$ cat config.mk
export PLATFORM = sky130hd
export DESIGN_NAME = dpram_host
export DESIGN_NICKNAME = d
export VERILOG_FILES = /design/src/hw/dpram_host_pkg.sv /design/src/hw/dpram_host.sv /design/src/hw/dpram_port_ctrl.sv
export SDC_FILE = /design/constraint.sdc
export NUM_CORES = 1
export LEC_CHECK = 0
export ABC_CLOCK_PERIOD_IN_PS = 4700
export BUFFER_PORTS_ARGS = -buffer_cell sky130_fd_sc_hd__buf_4
export CORE_MARGIN = 2
export CORE_UTILIZATION = 45
export DETAILED_ROUTE_END_ITERATION = 7
export PLACE_DENSITY = 0.7
export SYNTH_ARGS = -nofsm -noshare
export SYNTH_HDL_FRONTEND = slang
export SYNTH_SLANG_ARGS = --single-unit
$ cat constraint.sdc
create_clock -name clk -period 4.7 [get_ports clk]
set_input_delay 0.705 -clock clk [delete_from_list [all_inputs] [get_ports clk]]
set_output_delay 0.705 -clock clk [all_outputs]
set_load 0.005 [all_outputs]
$ cat src/hw/dpram_host_pkg.sv
// package for the dual-port ram host controller: timing counts, pin bundles, states
// assumes a 40 MHz clock; all ram pins are treated as synchronous to it
`default_nettype none
package dpram_host_pkg;
	localparam int CLK_PERIOD_NS = 25;
	localparam int ADDR_W        = 11;
	localparam int DATA_W        = 8;
	// write timing, fastest grade figures in ns
	localparam int WP_NS      = 15;  // least write pulse
	localparam int WZ_NS      = 10;  // output turn-off after write enable
	localparam int DW_NS      = 10;  // data setup to end of write
	localparam int WH_NS      = 12;  // write hold after busy releases
	localparam int BAA_NS     = 20;  // busy access from address or enable
	localparam int WDD_NS     = 50;  // port-to-port write pulse to data
	localparam int DDD_NS     = 35;  // write data to read data
	localparam int AS_NS      = 0;   // address setup before write
	// least times round up, never below one cycle
	function automatic int ceilCyc(input int ns);
		int c;
		c = (ns + CLK_PERIOD_NS - 1) / CLK_PERIOD_NS;
		return (c < 1) ? 1 : c;
	endfunction
	localparam int WP_CYC  = ceilCyc((WP_NS > WZ_NS + DW_NS) ? WP_NS : WZ_NS + DW_NS);
	localparam int WH_CYC  = ceilCyc(WH_NS);
	localparam int BAA_CYC = ceilCyc(BAA_NS);
	localparam int RD_CYC  = ceilCyc((WDD_NS > DDD_NS) ? WDD_NS : DDD_NS);
	localparam int AS_CYC  = ceilCyc(AS_NS);
	localparam logic [3:0] CNT_ZERO = 4'h0;
	// pins toward one ram port
	typedef struct packed {
		logic [ADDR_W-1:0] addr;
		logic              ceB;
		logic              rwB;
		logic              oeB;
		logic [DATA_W-1:0] dout;
		logic              dOe;
	} ramPins_s;
	typedef struct packed {
		logic [ADDR_W-1:0] addr;
		logic [DATA_W-1:0] wdata;
		logic              write;
	} hostReq_s;
	typedef enum logic [5:0] {
		IDLE  = 6'h01,
		SETUP = 6'h02,
		WAITB = 6'h04,
		PULSE = 6'h08,
		HOLD  = 6'h10,
		DONE  = 6'h20
	} portState_e;
endpackage
`default_nettype wire

$ cat src/hw/dpram_host.sv
// host controller driving both ports of an asynchronous 2k x 8 dual-port ram
// assumes ram pins are sampled synchronously; ram busy is open-drain on the board
//
// Overview of operation
// - hold rw high while address changes
// - never drive data while ram outputs
// - oe low stretches write pulse
// - hold write past busy release
// - slave busy input low before write
`default_nettype none
module dpram_host (
	input  wire logic                                clk,
	input  wire logic                                rst_b,
	input  wire logic                                en,
	input  wire dpram_host_pkg::hostReq_s            lReq,
	input  wire logic                                lReqValid,
	output logic                                     lReqReady,
	output logic [dpram_host_pkg::DATA_W-1:0]        lRspData,
	output logic                                     lRspValid,
	output logic                                     lRspBusy,
	input  wire dpram_host_pkg::hostReq_s            rReq,
	input  wire logic                                rReqValid,
	output logic                                     rReqReady,
	output logic [dpram_host_pkg::DATA_W-1:0]        rRspData,
	output logic                                     rRspValid,
	output logic                                     rRspBusy,
	output dpram_host_pkg::ramPins_s                 lPins,
	output dpram_host_pkg::ramPins_s                 rPins,
	input  wire logic [dpram_host_pkg::DATA_W-1:0]   lDataIn,
	input  wire logic [dpram_host_pkg::DATA_W-1:0]   rDataIn,
	input  wire logic                                lBusyIn,
	input  wire logic                                rBusyIn,
	input  wire logic                                slaveMode,
	output logic                                     lBusyOut,
	output logic                                     rBusyOut,
	output logic                                     lBusyOe,
	output logic                                     rBusyOe
);
	logic lReady, rReady;

	// in slave mode the host itself drives ram busy pins as write inhibits
	// from the other port's ongoing access; in master mode it only listens
	wire lActive = !lPins.ceB;
	wire rActive = !rPins.ceB;
	wire match   = lActive && rActive && (lPins.addr == rPins.addr);
	logic lOwns_r, rOwns_r;
	logic lWas_r, rWas_r; // chip select seen low one cycle earlier

	// ownership latched on first overlap so only one side is ever inhibited
	always_ff @(posedge clk or negedge rst_b) begin
		if (!rst_b) begin
			lOwns_r  <= 1'b0;
			rOwns_r  <= 1'b0;
			lWas_r   <= 1'b0;
			rWas_r   <= 1'b0;
			lBusyOut <= 1'b1;
			rBusyOut <= 1'b1;
			lBusyOe  <= 1'b0;
			rBusyOe  <= 1'b0;
			lReqReady <= 1'b0;
			rReqReady <= 1'b0;
		end else if (en) begin
			if (!match) begin
				lOwns_r <= 1'b0;
				rOwns_r <= 1'b0;
			end else if (!lOwns_r && !rOwns_r) begin
				// the port already selected keeps the location; a tie goes left
				if (rWas_r && !lWas_r)
					rOwns_r <= 1'b1;
				else
					lOwns_r <= 1'b1;
			end
			lWas_r <= lActive;
			rWas_r <= rActive;
			lBusyOut <= 1'b0;
			rBusyOut <= 1'b0;
			lBusyOe  <= slaveMode && match && rOwns_r;
			rBusyOe  <= slaveMode && match && lOwns_r;
			lReqReady <= lReady;
			rReqReady <= rReady;
		end
	end

	// busy seen by each sequencer: pin low when ram or host inhibits
	wire lBusyEff = lBusyIn && !(slaveMode && match && rOwns_r);
	wire rBusyEff = rBusyIn && !(slaveMode && match && lOwns_r);

	dpram_port_ctrl uLeft (
		.clk         (clk),
		.rst_b       (rst_b),
		.en          (en),
		.req         (lReq),
		.reqValid    (lReqValid),
		.reqReady    (lReady),
		.busyB       (lBusyEff),
		.rdata       (lDataIn),
		.pins        (lPins),
		.rspData     (lRspData),
		.rspValid    (lRspValid),
		.rspBusySeen (lRspBusy)
	);
	dpram_port_ctrl uRight (
		.clk         (clk),
		.rst_b       (rst_b),
		.en          (en),
		.req         (rReq),
		.reqValid    (rReqValid),
		.reqReady    (rReady),
		.busyB       (rBusyEff),
		.rdata       (rDataIn),
		.pins        (rPins),
		.rspData     (rRspData),
		.rspValid    (rRspValid),
		.rspBusySeen (rRspBusy)
	);
endmodule
`default_nettype wire

$ cat src/hw/dpram_port_ctrl.sv
// one ram-port host sequencer: runs one read or write per request
// assumes busyB and rdata are synchronous to clk; ram side is the dual-port part
`default_nettype none
module dpram_port_ctrl (
	input  wire logic                         clk,
	input  wire logic                         rst_b,
	input  wire logic                         en,
	input  wire dpram_host_pkg::hostReq_s     req,
	input  wire logic                         reqValid,
	output logic                              reqReady,
	input  wire logic                         busyB,
	input  wire logic [dpram_host_pkg::DATA_W-1:0] rdata,
	output dpram_host_pkg::ramPins_s          pins,
	output logic [dpram_host_pkg::DATA_W-1:0] rspData,
	output logic                              rspValid,
	output logic                              rspBusySeen
);
	dpram_host_pkg::portState_e state_r, state_nxt;
	dpram_host_pkg::hostReq_s   req_r;
	logic [3:0]                 cnt_r, cnt_nxt;
	logic                       busySeen_r;
	wire                        cntDone = (cnt_r == dpram_host_pkg::CNT_ZERO);
	wire                        accept  = (state_r == dpram_host_pkg::IDLE) && reqValid;

	// sequence: setup, wait out busy access, pulse, hold past busy release
	always_comb begin
		state_nxt = state_r;
		cnt_nxt   = cntDone ? cnt_r : cnt_r - 4'h1;
		case (state_r)
			dpram_host_pkg::IDLE: if (reqValid) begin
				state_nxt = dpram_host_pkg::SETUP;
				cnt_nxt   = 4'(dpram_host_pkg::AS_CYC);
			end
			dpram_host_pkg::SETUP: if (cntDone) begin
				// busy may only be trusted after its access delay
				state_nxt = dpram_host_pkg::WAITB;
				cnt_nxt   = 4'(dpram_host_pkg::BAA_CYC);
			end
			dpram_host_pkg::WAITB: if (cntDone) begin
				state_nxt = dpram_host_pkg::PULSE;
				cnt_nxt   = 4'(req_r.write ? dpram_host_pkg::WP_CYC : dpram_host_pkg::RD_CYC);
			end
			dpram_host_pkg::PULSE: if (cntDone && busyB) begin
				state_nxt = busySeen_r ? dpram_host_pkg::HOLD : dpram_host_pkg::DONE;
				cnt_nxt   = 4'(dpram_host_pkg::WH_CYC);
			end
			dpram_host_pkg::HOLD: if (cntDone) begin
				state_nxt = dpram_host_pkg::DONE;
			end
			dpram_host_pkg::DONE: state_nxt = dpram_host_pkg::IDLE;
			default: state_nxt = dpram_host_pkg::IDLE;
		endcase
	end

	// pin drive: rw/ce high outside the request so address moves safely
	wire inAcc   = (state_r != dpram_host_pkg::IDLE) && (state_r != dpram_host_pkg::DONE);
	wire strobe  = (state_r == dpram_host_pkg::PULSE) || (state_r == dpram_host_pkg::HOLD);
	wire wrPulse = strobe && req_r.write;

	always_ff @(posedge clk or negedge rst_b) begin
		if (!rst_b) begin
			state_r    <= dpram_host_pkg::IDLE;
			cnt_r      <= dpram_host_pkg::CNT_ZERO;
			req_r      <= '0;
			busySeen_r <= 1'b0;
			pins       <= '{addr: '0, ceB: 1'b1, rwB: 1'b1, oeB: 1'b1, dout: '0, dOe: 1'b0};
			rspData    <= '0;
			rspValid   <= 1'b0;
			rspBusySeen<= 1'b0;
		end else if (en) begin
			state_r  <= state_nxt;
			cnt_r    <= cnt_nxt;
			if (accept) begin
				req_r      <= req;
				busySeen_r <= 1'b0;
			end else if (strobe && !busyB) begin
				busySeen_r <= 1'b1;
			end
			if (accept)
				pins.addr <= req.addr;
			pins.ceB <= !(inAcc || accept);
			pins.rwB <= !wrPulse;
			// output enable high during writes keeps the ram off the data bus
			pins.oeB <= !(inAcc && !req_r.write);
			pins.dout <= req_r.wdata;
			pins.dOe  <= wrPulse;
			// one pulse on entering done, whether or not a hold came first
			rspValid  <= (state_nxt == dpram_host_pkg::DONE) && (state_r != dpram_host_pkg::DONE);
			if (state_r == dpram_host_pkg::PULSE && cntDone && busyB && !req_r.write)
				rspData <= rdata;
			rspBusySeen <= busySeen_r || (strobe && !busyB);
		end
	end
	assign reqReady = (state_r == dpram_host_pkg::IDLE);
endmodule
`default_nettype wire

; ---- Yosys cells after proc, flatten, opt, wreduce, memory -nomap -nowiden
; Cells that the tools add are included.
[word_totals]
reg_bits = 115
elab_cells = 161
output_inout_bits = 72
inputBits = 64
[op_classes]
addsub = 2
n_reduce_logical = 64
eq_ne = 20
mux = 38
[ops]
columns = operator, count
row1 = 6-bit two-way mux, 12
row2 = 6-bit one-hot mux with 5 select lines, 2
row3 = 4-bit two-way mux, 10
row4 = 4-bit one-hot mux with 4 select lines, 2
row5 = 1-bit logical AND, 29
row6 = 1-bit zero test, 17
row7 = "6-bit by 1-bit == test with 1-bit output, second input constant", 2
row8 = "6-bit by 2-bit == test with 1-bit output, second input constant", 2
row9 = "6-bit by 3-bit == test with 1-bit output, second input constant", 2
row10 = "6-bit by 4-bit == test with 1-bit output, second input constant", 2
row11 = "6-bit by 5-bit == test with 1-bit output, second input constant", 2
row12 = "6-bit == test, second input constant", 2
row13 = "6-bit by 1-bit inequality test with 1-bit output, second input constant", 2
row14 = "6-bit inequality test, second input constant", 2
row15 = 2-bit AND reduction, 6
row16 = 11-bit == test, 1
row17 = 1-bit two-way mux, 10
row18 = 4-bit zero test, 2
row19 = "4-bit by 1-bit subtractor with 4-bit output, second input constant", 2
row20 = 1-bit logical OR, 6
row21 = 3-bit AND reduction, 2
row22 = 2-bit two-way mux, 2
row23 = "2-bit by 1-bit inequality test with 1-bit output, second input constant", 2
row24 = 2-bit nonzero test, 2
row25 = "2-bit inequality test, second input constant", 1

; ---- Longest topological paths before layout
[depth]
word_depth = 12
mapped_depth = 9
mapped_depth_nobuf = 9

; ---- By module
; Synthesis repeated with hierarchy kept, for this count alone.
[unflattened]
hier_cells = 459
hier_area_um2 = 5366.4
[by_module_without_submodules]
columns = module, area_each_um2, seq_area_each_um2, cells_per_inst, instances
row1 = dpram_port_ctrl, 2433.6, 1331.3, 205, 2
row2 = dpram_host, 499.2, 226.5, 49, 1

; ---- Worst setup path after synthesis
; Ideal clock, no wire load.
[synth_path]
path_kind = register to register
from = register uRight.cnt_r[0]
to = register uRight.rspData[0] in the netlist's numbering
path_buffers = 0
setup_ps = 125
synth_period_minus_slack_ps = 2080
arrival_time_ps = 1955
stages_incl_launch_ff = 9
required_time_ps = 4575
path_slack_ps = 2620
path_cell_list = dfrtp_1 inv_1 ha_1 nor3b_4 inv_2 nor3_1 nand2_1 nor3_4 mux2_2
[synth_between]
elab_chain_len = 5
[synth_rtl]
columns = item, line
row1 = "start, declared", dpram_port_ctrl.sv:20  ; logic [3:0] cnt_r, cnt_nxt;
row2 = "start signal, assigned", dpram_port_ctrl.sv:63  ; cnt_r <= dpram_host_pkg::CNT_ZERO;
row3 = "start signal, assigned", dpram_port_ctrl.sv:72  ; cnt_r <= cnt_nxt;
row4 = 4-bit zero test, dpram_port_ctrl.sv:22  ; wire cntDone = (cnt_r == dpram_host_pkg::CNT_ZERO);
row5 = 1-bit logical AND (3 in series), dpram_port_ctrl.sv:89  ; if (state_r == dpram_host_pkg::PULSE && cntDone && busyB && !req_r.write)
row6 = 2-bit AND reduction (no line), -
row7 = "end signal, assigned", dpram_port_ctrl.sv:90  ; rspData <= rdata;
row8 = "end, declared", dpram_port_ctrl.sv:14  ; output logic [dpram_host_pkg::DATA_W-1:0] rspData,
; Every way passes these cells.
; A chain may end at the register's enable or synchronous reset.

; ---- Worst setup path after layout
[layout_path]
from = register uRight.state_r[3]
to = register uRight.pins[22] in the netlist's numbering
[layout_between]
elab_chain_len = 3
[layout_rtl]
columns = item, line
row1 = "start, declared", dpram_port_ctrl.sv:18  ; dpram_host_pkg::portState_e state_r, state_nxt;
row2 = "start signal, assigned", dpram_port_ctrl.sv:62  ; state_r <= dpram_host_pkg::IDLE;
row3 = "start signal, assigned", dpram_port_ctrl.sv:71  ; state_r <= state_nxt;
row4 = 6-bit by 1-bit == test with 1-bit output, dpram_port_ctrl.sv:23  ; wire accept = (state_r == dpram_host_pkg::IDLE) && reqValid;
row5 = 1-bit logical AND, dpram_port_ctrl.sv:23
row6 = 2-bit AND reduction (no line), -
row7 = "end signal, assigned", dpram_port_ctrl.sv:66  ; pins <= '{addr: '0, ceB: 1'b1, rwB: 1'b1, oeB: 1'b1, dout: '0, dOe: 1'b0};
row8 = "end, declared", dpram_port_ctrl.sv:13  ; output dpram_host_pkg::ramPins_s pins,
; Every way passes these cells.

==> run_results.csv <==
group,metric,value,unit
status,outcome,"finished, final reports clean",
power_and_ir_drop,combinationalPowerShare,28.3,%
place,dpl.hpwl,8926,µm
place,routabilityCongestion,0.8995,
power_and_ir_drop,peakVddDrop,0.3751,mV
synthesis,ys_ff_latch,115,
routing,num_vias,4146,
sta,hold_ws,0.4677,ns
setup_path,r2r_start,"uRight.state_r[3]",
synthesis,yosysUniqueCellTypes,57,
setup_path,ff2ff_path_depth,4,
synthesis,async_flop_share,100.0,%
clock_network,ctsHoldBuffers,0,
synthesis,synth_edf_count,0,
floorplanning,core_area,11560,µm²
synthesis,syn_nets,538,
clock_network,cts.sink_count,115,
power_and_ir_drop,swShare,29.65,%
clock_network,ctsLongestPathBuffers,2,
place,dpl-instance-area,6476,µm²
global_routing,antenna_found_initial,0,
synthesis,netlist_area,5383,µm²
place,dp_worst_setup_slack,2.056,ns
final_layout,fin_cells,754,
synthesis,avgSynthCellArea,11.45,µm²
power_and_ir_drop,power_density,586.4,nW/µm²
synthesis,synthAdderAreaFrac,0.9298,%
power_and_ir_drop,seqPwrFrac,39.8,%
final_layout,drive_above_1_share,43.04,%
setup_path,critPathMaxFanout,22,
global_routing,grt_pass1_wl,20900,µm
global_routing,grt_use_total,20.79,%
routing,firstDrtPassIters,5,
power_and_ir_drop,leakagePower,3.322,nW
global_routing,grt_pass1_vias,4169,
sta,min_period_over_period,53.42,%
min_path,min_path_type,"in2async",
synthesis,yosys_warnings,0,
floorplanning,die_area,12850,µm²
clock_network,post_cts_buffers,0,
setup_path,reg2reg_slack,2.19,ns
sta,fin_ws,2.189,ns
final_layout,utilization,61.35,%
clock_network,cts_tree,"built",
setup_path,crit_chain,"nor4_1 -> and3_1 -> nand2_1 -> mux2_2",
floorplanning,rows,39,
sta,hold_viol,0,
floorplanning,die_y,113.4,µm
clock_network,cts_htree_levels,4,
power_and_ir_drop,clockPowerShare,31.9,%
sta,fmax,398.3,MHz
sta,worst_pin_slew,1.084,ns
setup_path,worstPathRequired,4.98,ns
global_routing,grt-ovfl-total,0,
power_and_ir_drop,total_power,4.161,mW
floorplanning,io_pins,136,
sta,max_slew_margin,27.75,%
routing,wl_per_cell,16.80,µm
sta,finalSetupViolCount,0,
setup_path,cp.arrival,2.80,ns
synthesis,synth-compound-area-share,9.252,%
synthesis,ys.flop_type,"dfrtp_1",
synthesis,synthCells,470,
final_layout,areaGrowthSynthToFinish,31.82,%
clock_network,cts_buffers,17,
setup_path,critPathLaunchType,"flop",
sta,period_needed,2.511,ns
synthesis,synthXorXnorAreaFrac,2.603,%
setup_path,crit_type,"reg2reg",
sta,grt_setup_unrepaired,"no",
clock_network,clock-root-buffer,"clkbuf_16",
place,dp.cells,724,
floorplanning,die_w,113.4,µm
routing,ant_nets,0,
setup_path,r2r-end,"uRight.pins[22]",
sta,fin_setup_tns,0,ns
setup_path,crit_path_start,"uRight.state_r[3]",
job,maxCapViolations,0,
setup_path,cp-end-kind,"flop",
routing,via_per_inst,5.499,
sta,maxSlewViolCount,0,
power_and_ir_drop,intPower,2.927,mW
synthesis,synth-seq-area-share,53.67,%
setup_path,cpMaxStageDelayCell,"nand2_1",
sta,fin_skew,0.009290,ns
routing,drc_errors,0,
routing,drt_wl_total,12670,µm
setup_path,slowest_delay,0.62,ns
power_and_ir_drop,switchingPower,1.234,mW
synthesis,synth_top_family_by_area,"multiplexers",
routing,drt_iter0_drc,219,
synthesis,synth-simple-area-share,13.58,%
clock_network,clkLatencyLatePin,0.41,ns
global_routing,grt_max_degree,87,
floorplanning,start_util,46.54,%
final_layout,fin_nets,668,
clock_network,path_clk_slew,0.05,ns
synthesis,synthMuxAreaShare,16.67,%
place,io_buffers,135,
final_layout,antenna_cells,0,
clock_network,cts_resized,0,
final_layout,final_cell_area,7096,µm²
-- cells in the final DEF, fill, tap and decap left out, types with 4 or more instances in the layout --
cell        synthesis  layout
buf_4               2     137
dfrtp_1           106     106
mux2_2             75      75
nand2_1            32      32
nor2_1             29      29
o21ai_0            27      27
nor3_1             17      17
a21oi_1            17      17
clkbuf_16           0      17
inv_1              16      16
xor2_1             12      12
nand3_1             9       9
dfstp_2             9       9
a31oi_1             8       8
nand4_1             5       5
and3_1              5       5
o211ai_1            5       5
clkbuf_8            0       5
and2_1              4       4
xnor2_1             4       4
nor2b_1             4       4
ha_1                4       4
clkinvlp_4          0       4
-- worst max-delay path by stage --
stage	cells after the start	endpoint	slack [ns]
final	4	uRight.pins[22]	2.19
after global routing	8	uRight.rspData[5]	2.02
after CTS	4	uRight.pins[22]	2.19
after detailed placement	6	uLeft.rspData[0]	2.06
after global placement	6	uLeft.rspData[0]	2.13
after floorplan	8	uRight.rspData[0]	2.62
-- area by class of cell --
| class | count | area (µm²) |
|---|---|---|
| clock buffer | 22 | 494.2 |
| clock inverter | 8 | 125.1 |
| fill | 929 | 4469 |
| inverter | 17 | 63.81 |
| multi-input combinational | 312 | 2316 |
| sequential | 115 | 2889 |
| tap | 143 | 178.9 |
| timing repair buffer | 137 | 1028 |
-- critical path, delay by kind of cell, from the launching register on --
family / cells / cell delay, ns
flip-flops: 1 / 0.50
multiplexers: 1 / 0.53
AND/OR/NAND/NOR: 3 / 1.35
-- cells in the mapped netlist, types with 5 or more instances --
| master | n | area [µm²] |
|---|---|---|
| inv_1 | 16 | 60.06 |
| a31oi_1 | 8 | 50.05 |
| nand2_1 | 32 | 120.1 |
| nor2_1 | 29 | 108.9 |
| o211ai_1 | 5 | 37.54 |
| nand3_1 | 9 | 45.04 |
| clkbuf_1 | 13 | 48.80 |
| and3_1 | 5 | 31.28 |
| mux2_2 | 75 | 844.6 |
| xor2_1 | 12 | 105.1 |
| dfstp_2 | 9 | 236.5 |
| o21ai_0 | 27 | 135.1 |
| nor3_1 | 17 | 85.08 |
| a21oi_1 | 17 | 85.08 |
| nand4_1 | 5 | 31.28 |
| buf_2 | 7 | 35.03 |
| dfrtp_1 | 106 | 2653 |
-- layer usage --
metal | track usage, % | routed length, µm | share of wire [%] | vias to the layer above
met4 | 5.447 | 99 | 0.78 | 0
met2 | 32.93 | 6229 | 49 | 133
met1 | 26.62 | 5371 | 42 | 2067
met5 | 0 | 0 | 0 | -
li1 | - | - | - | 1939
met3 | 8.661 | 967 | 7.6 | 7
-- cells by family after synthesis --
family                     count (synthesis)
DFF                                      115
and+or+nand+nor                          132
AOI/OAI and AO/OA                         80
xor gates and xnor gates                  16
buffers and inverters                     43
muxes                                     80
adders and majority gates                  4
-- power groups by stage --
stage / Clock [mW] / Combinational [mW] / Sequential [mW]
floorplan: 0 / 0.709 / 1.57
global placement: 0 / 1.15 / 1.65
detailed placement: 0 / 1.18 / 1.66
CTS: 1.35 / 1.19 / 1.65
global route: 1.41 / 1.31 / 1.71
finish: 1.33 / 1.18 / 1.66
-- flip-flops by register name, indices dropped and copies added, names as in the netlist, 4 cells and up --
name / flops
uRight.pins: 23
uRight.state_r: 6
uRight.req_r: 9
uLeft.rspData: 8
uLeft.pins: 23
uRight.cnt_r: 4
uLeft.cnt_r: 4
uLeft.state_r: 6
uRight.rspData: 8
uLeft.req_r: 9
Note: power is estimated with default switching activity, not from simulation.
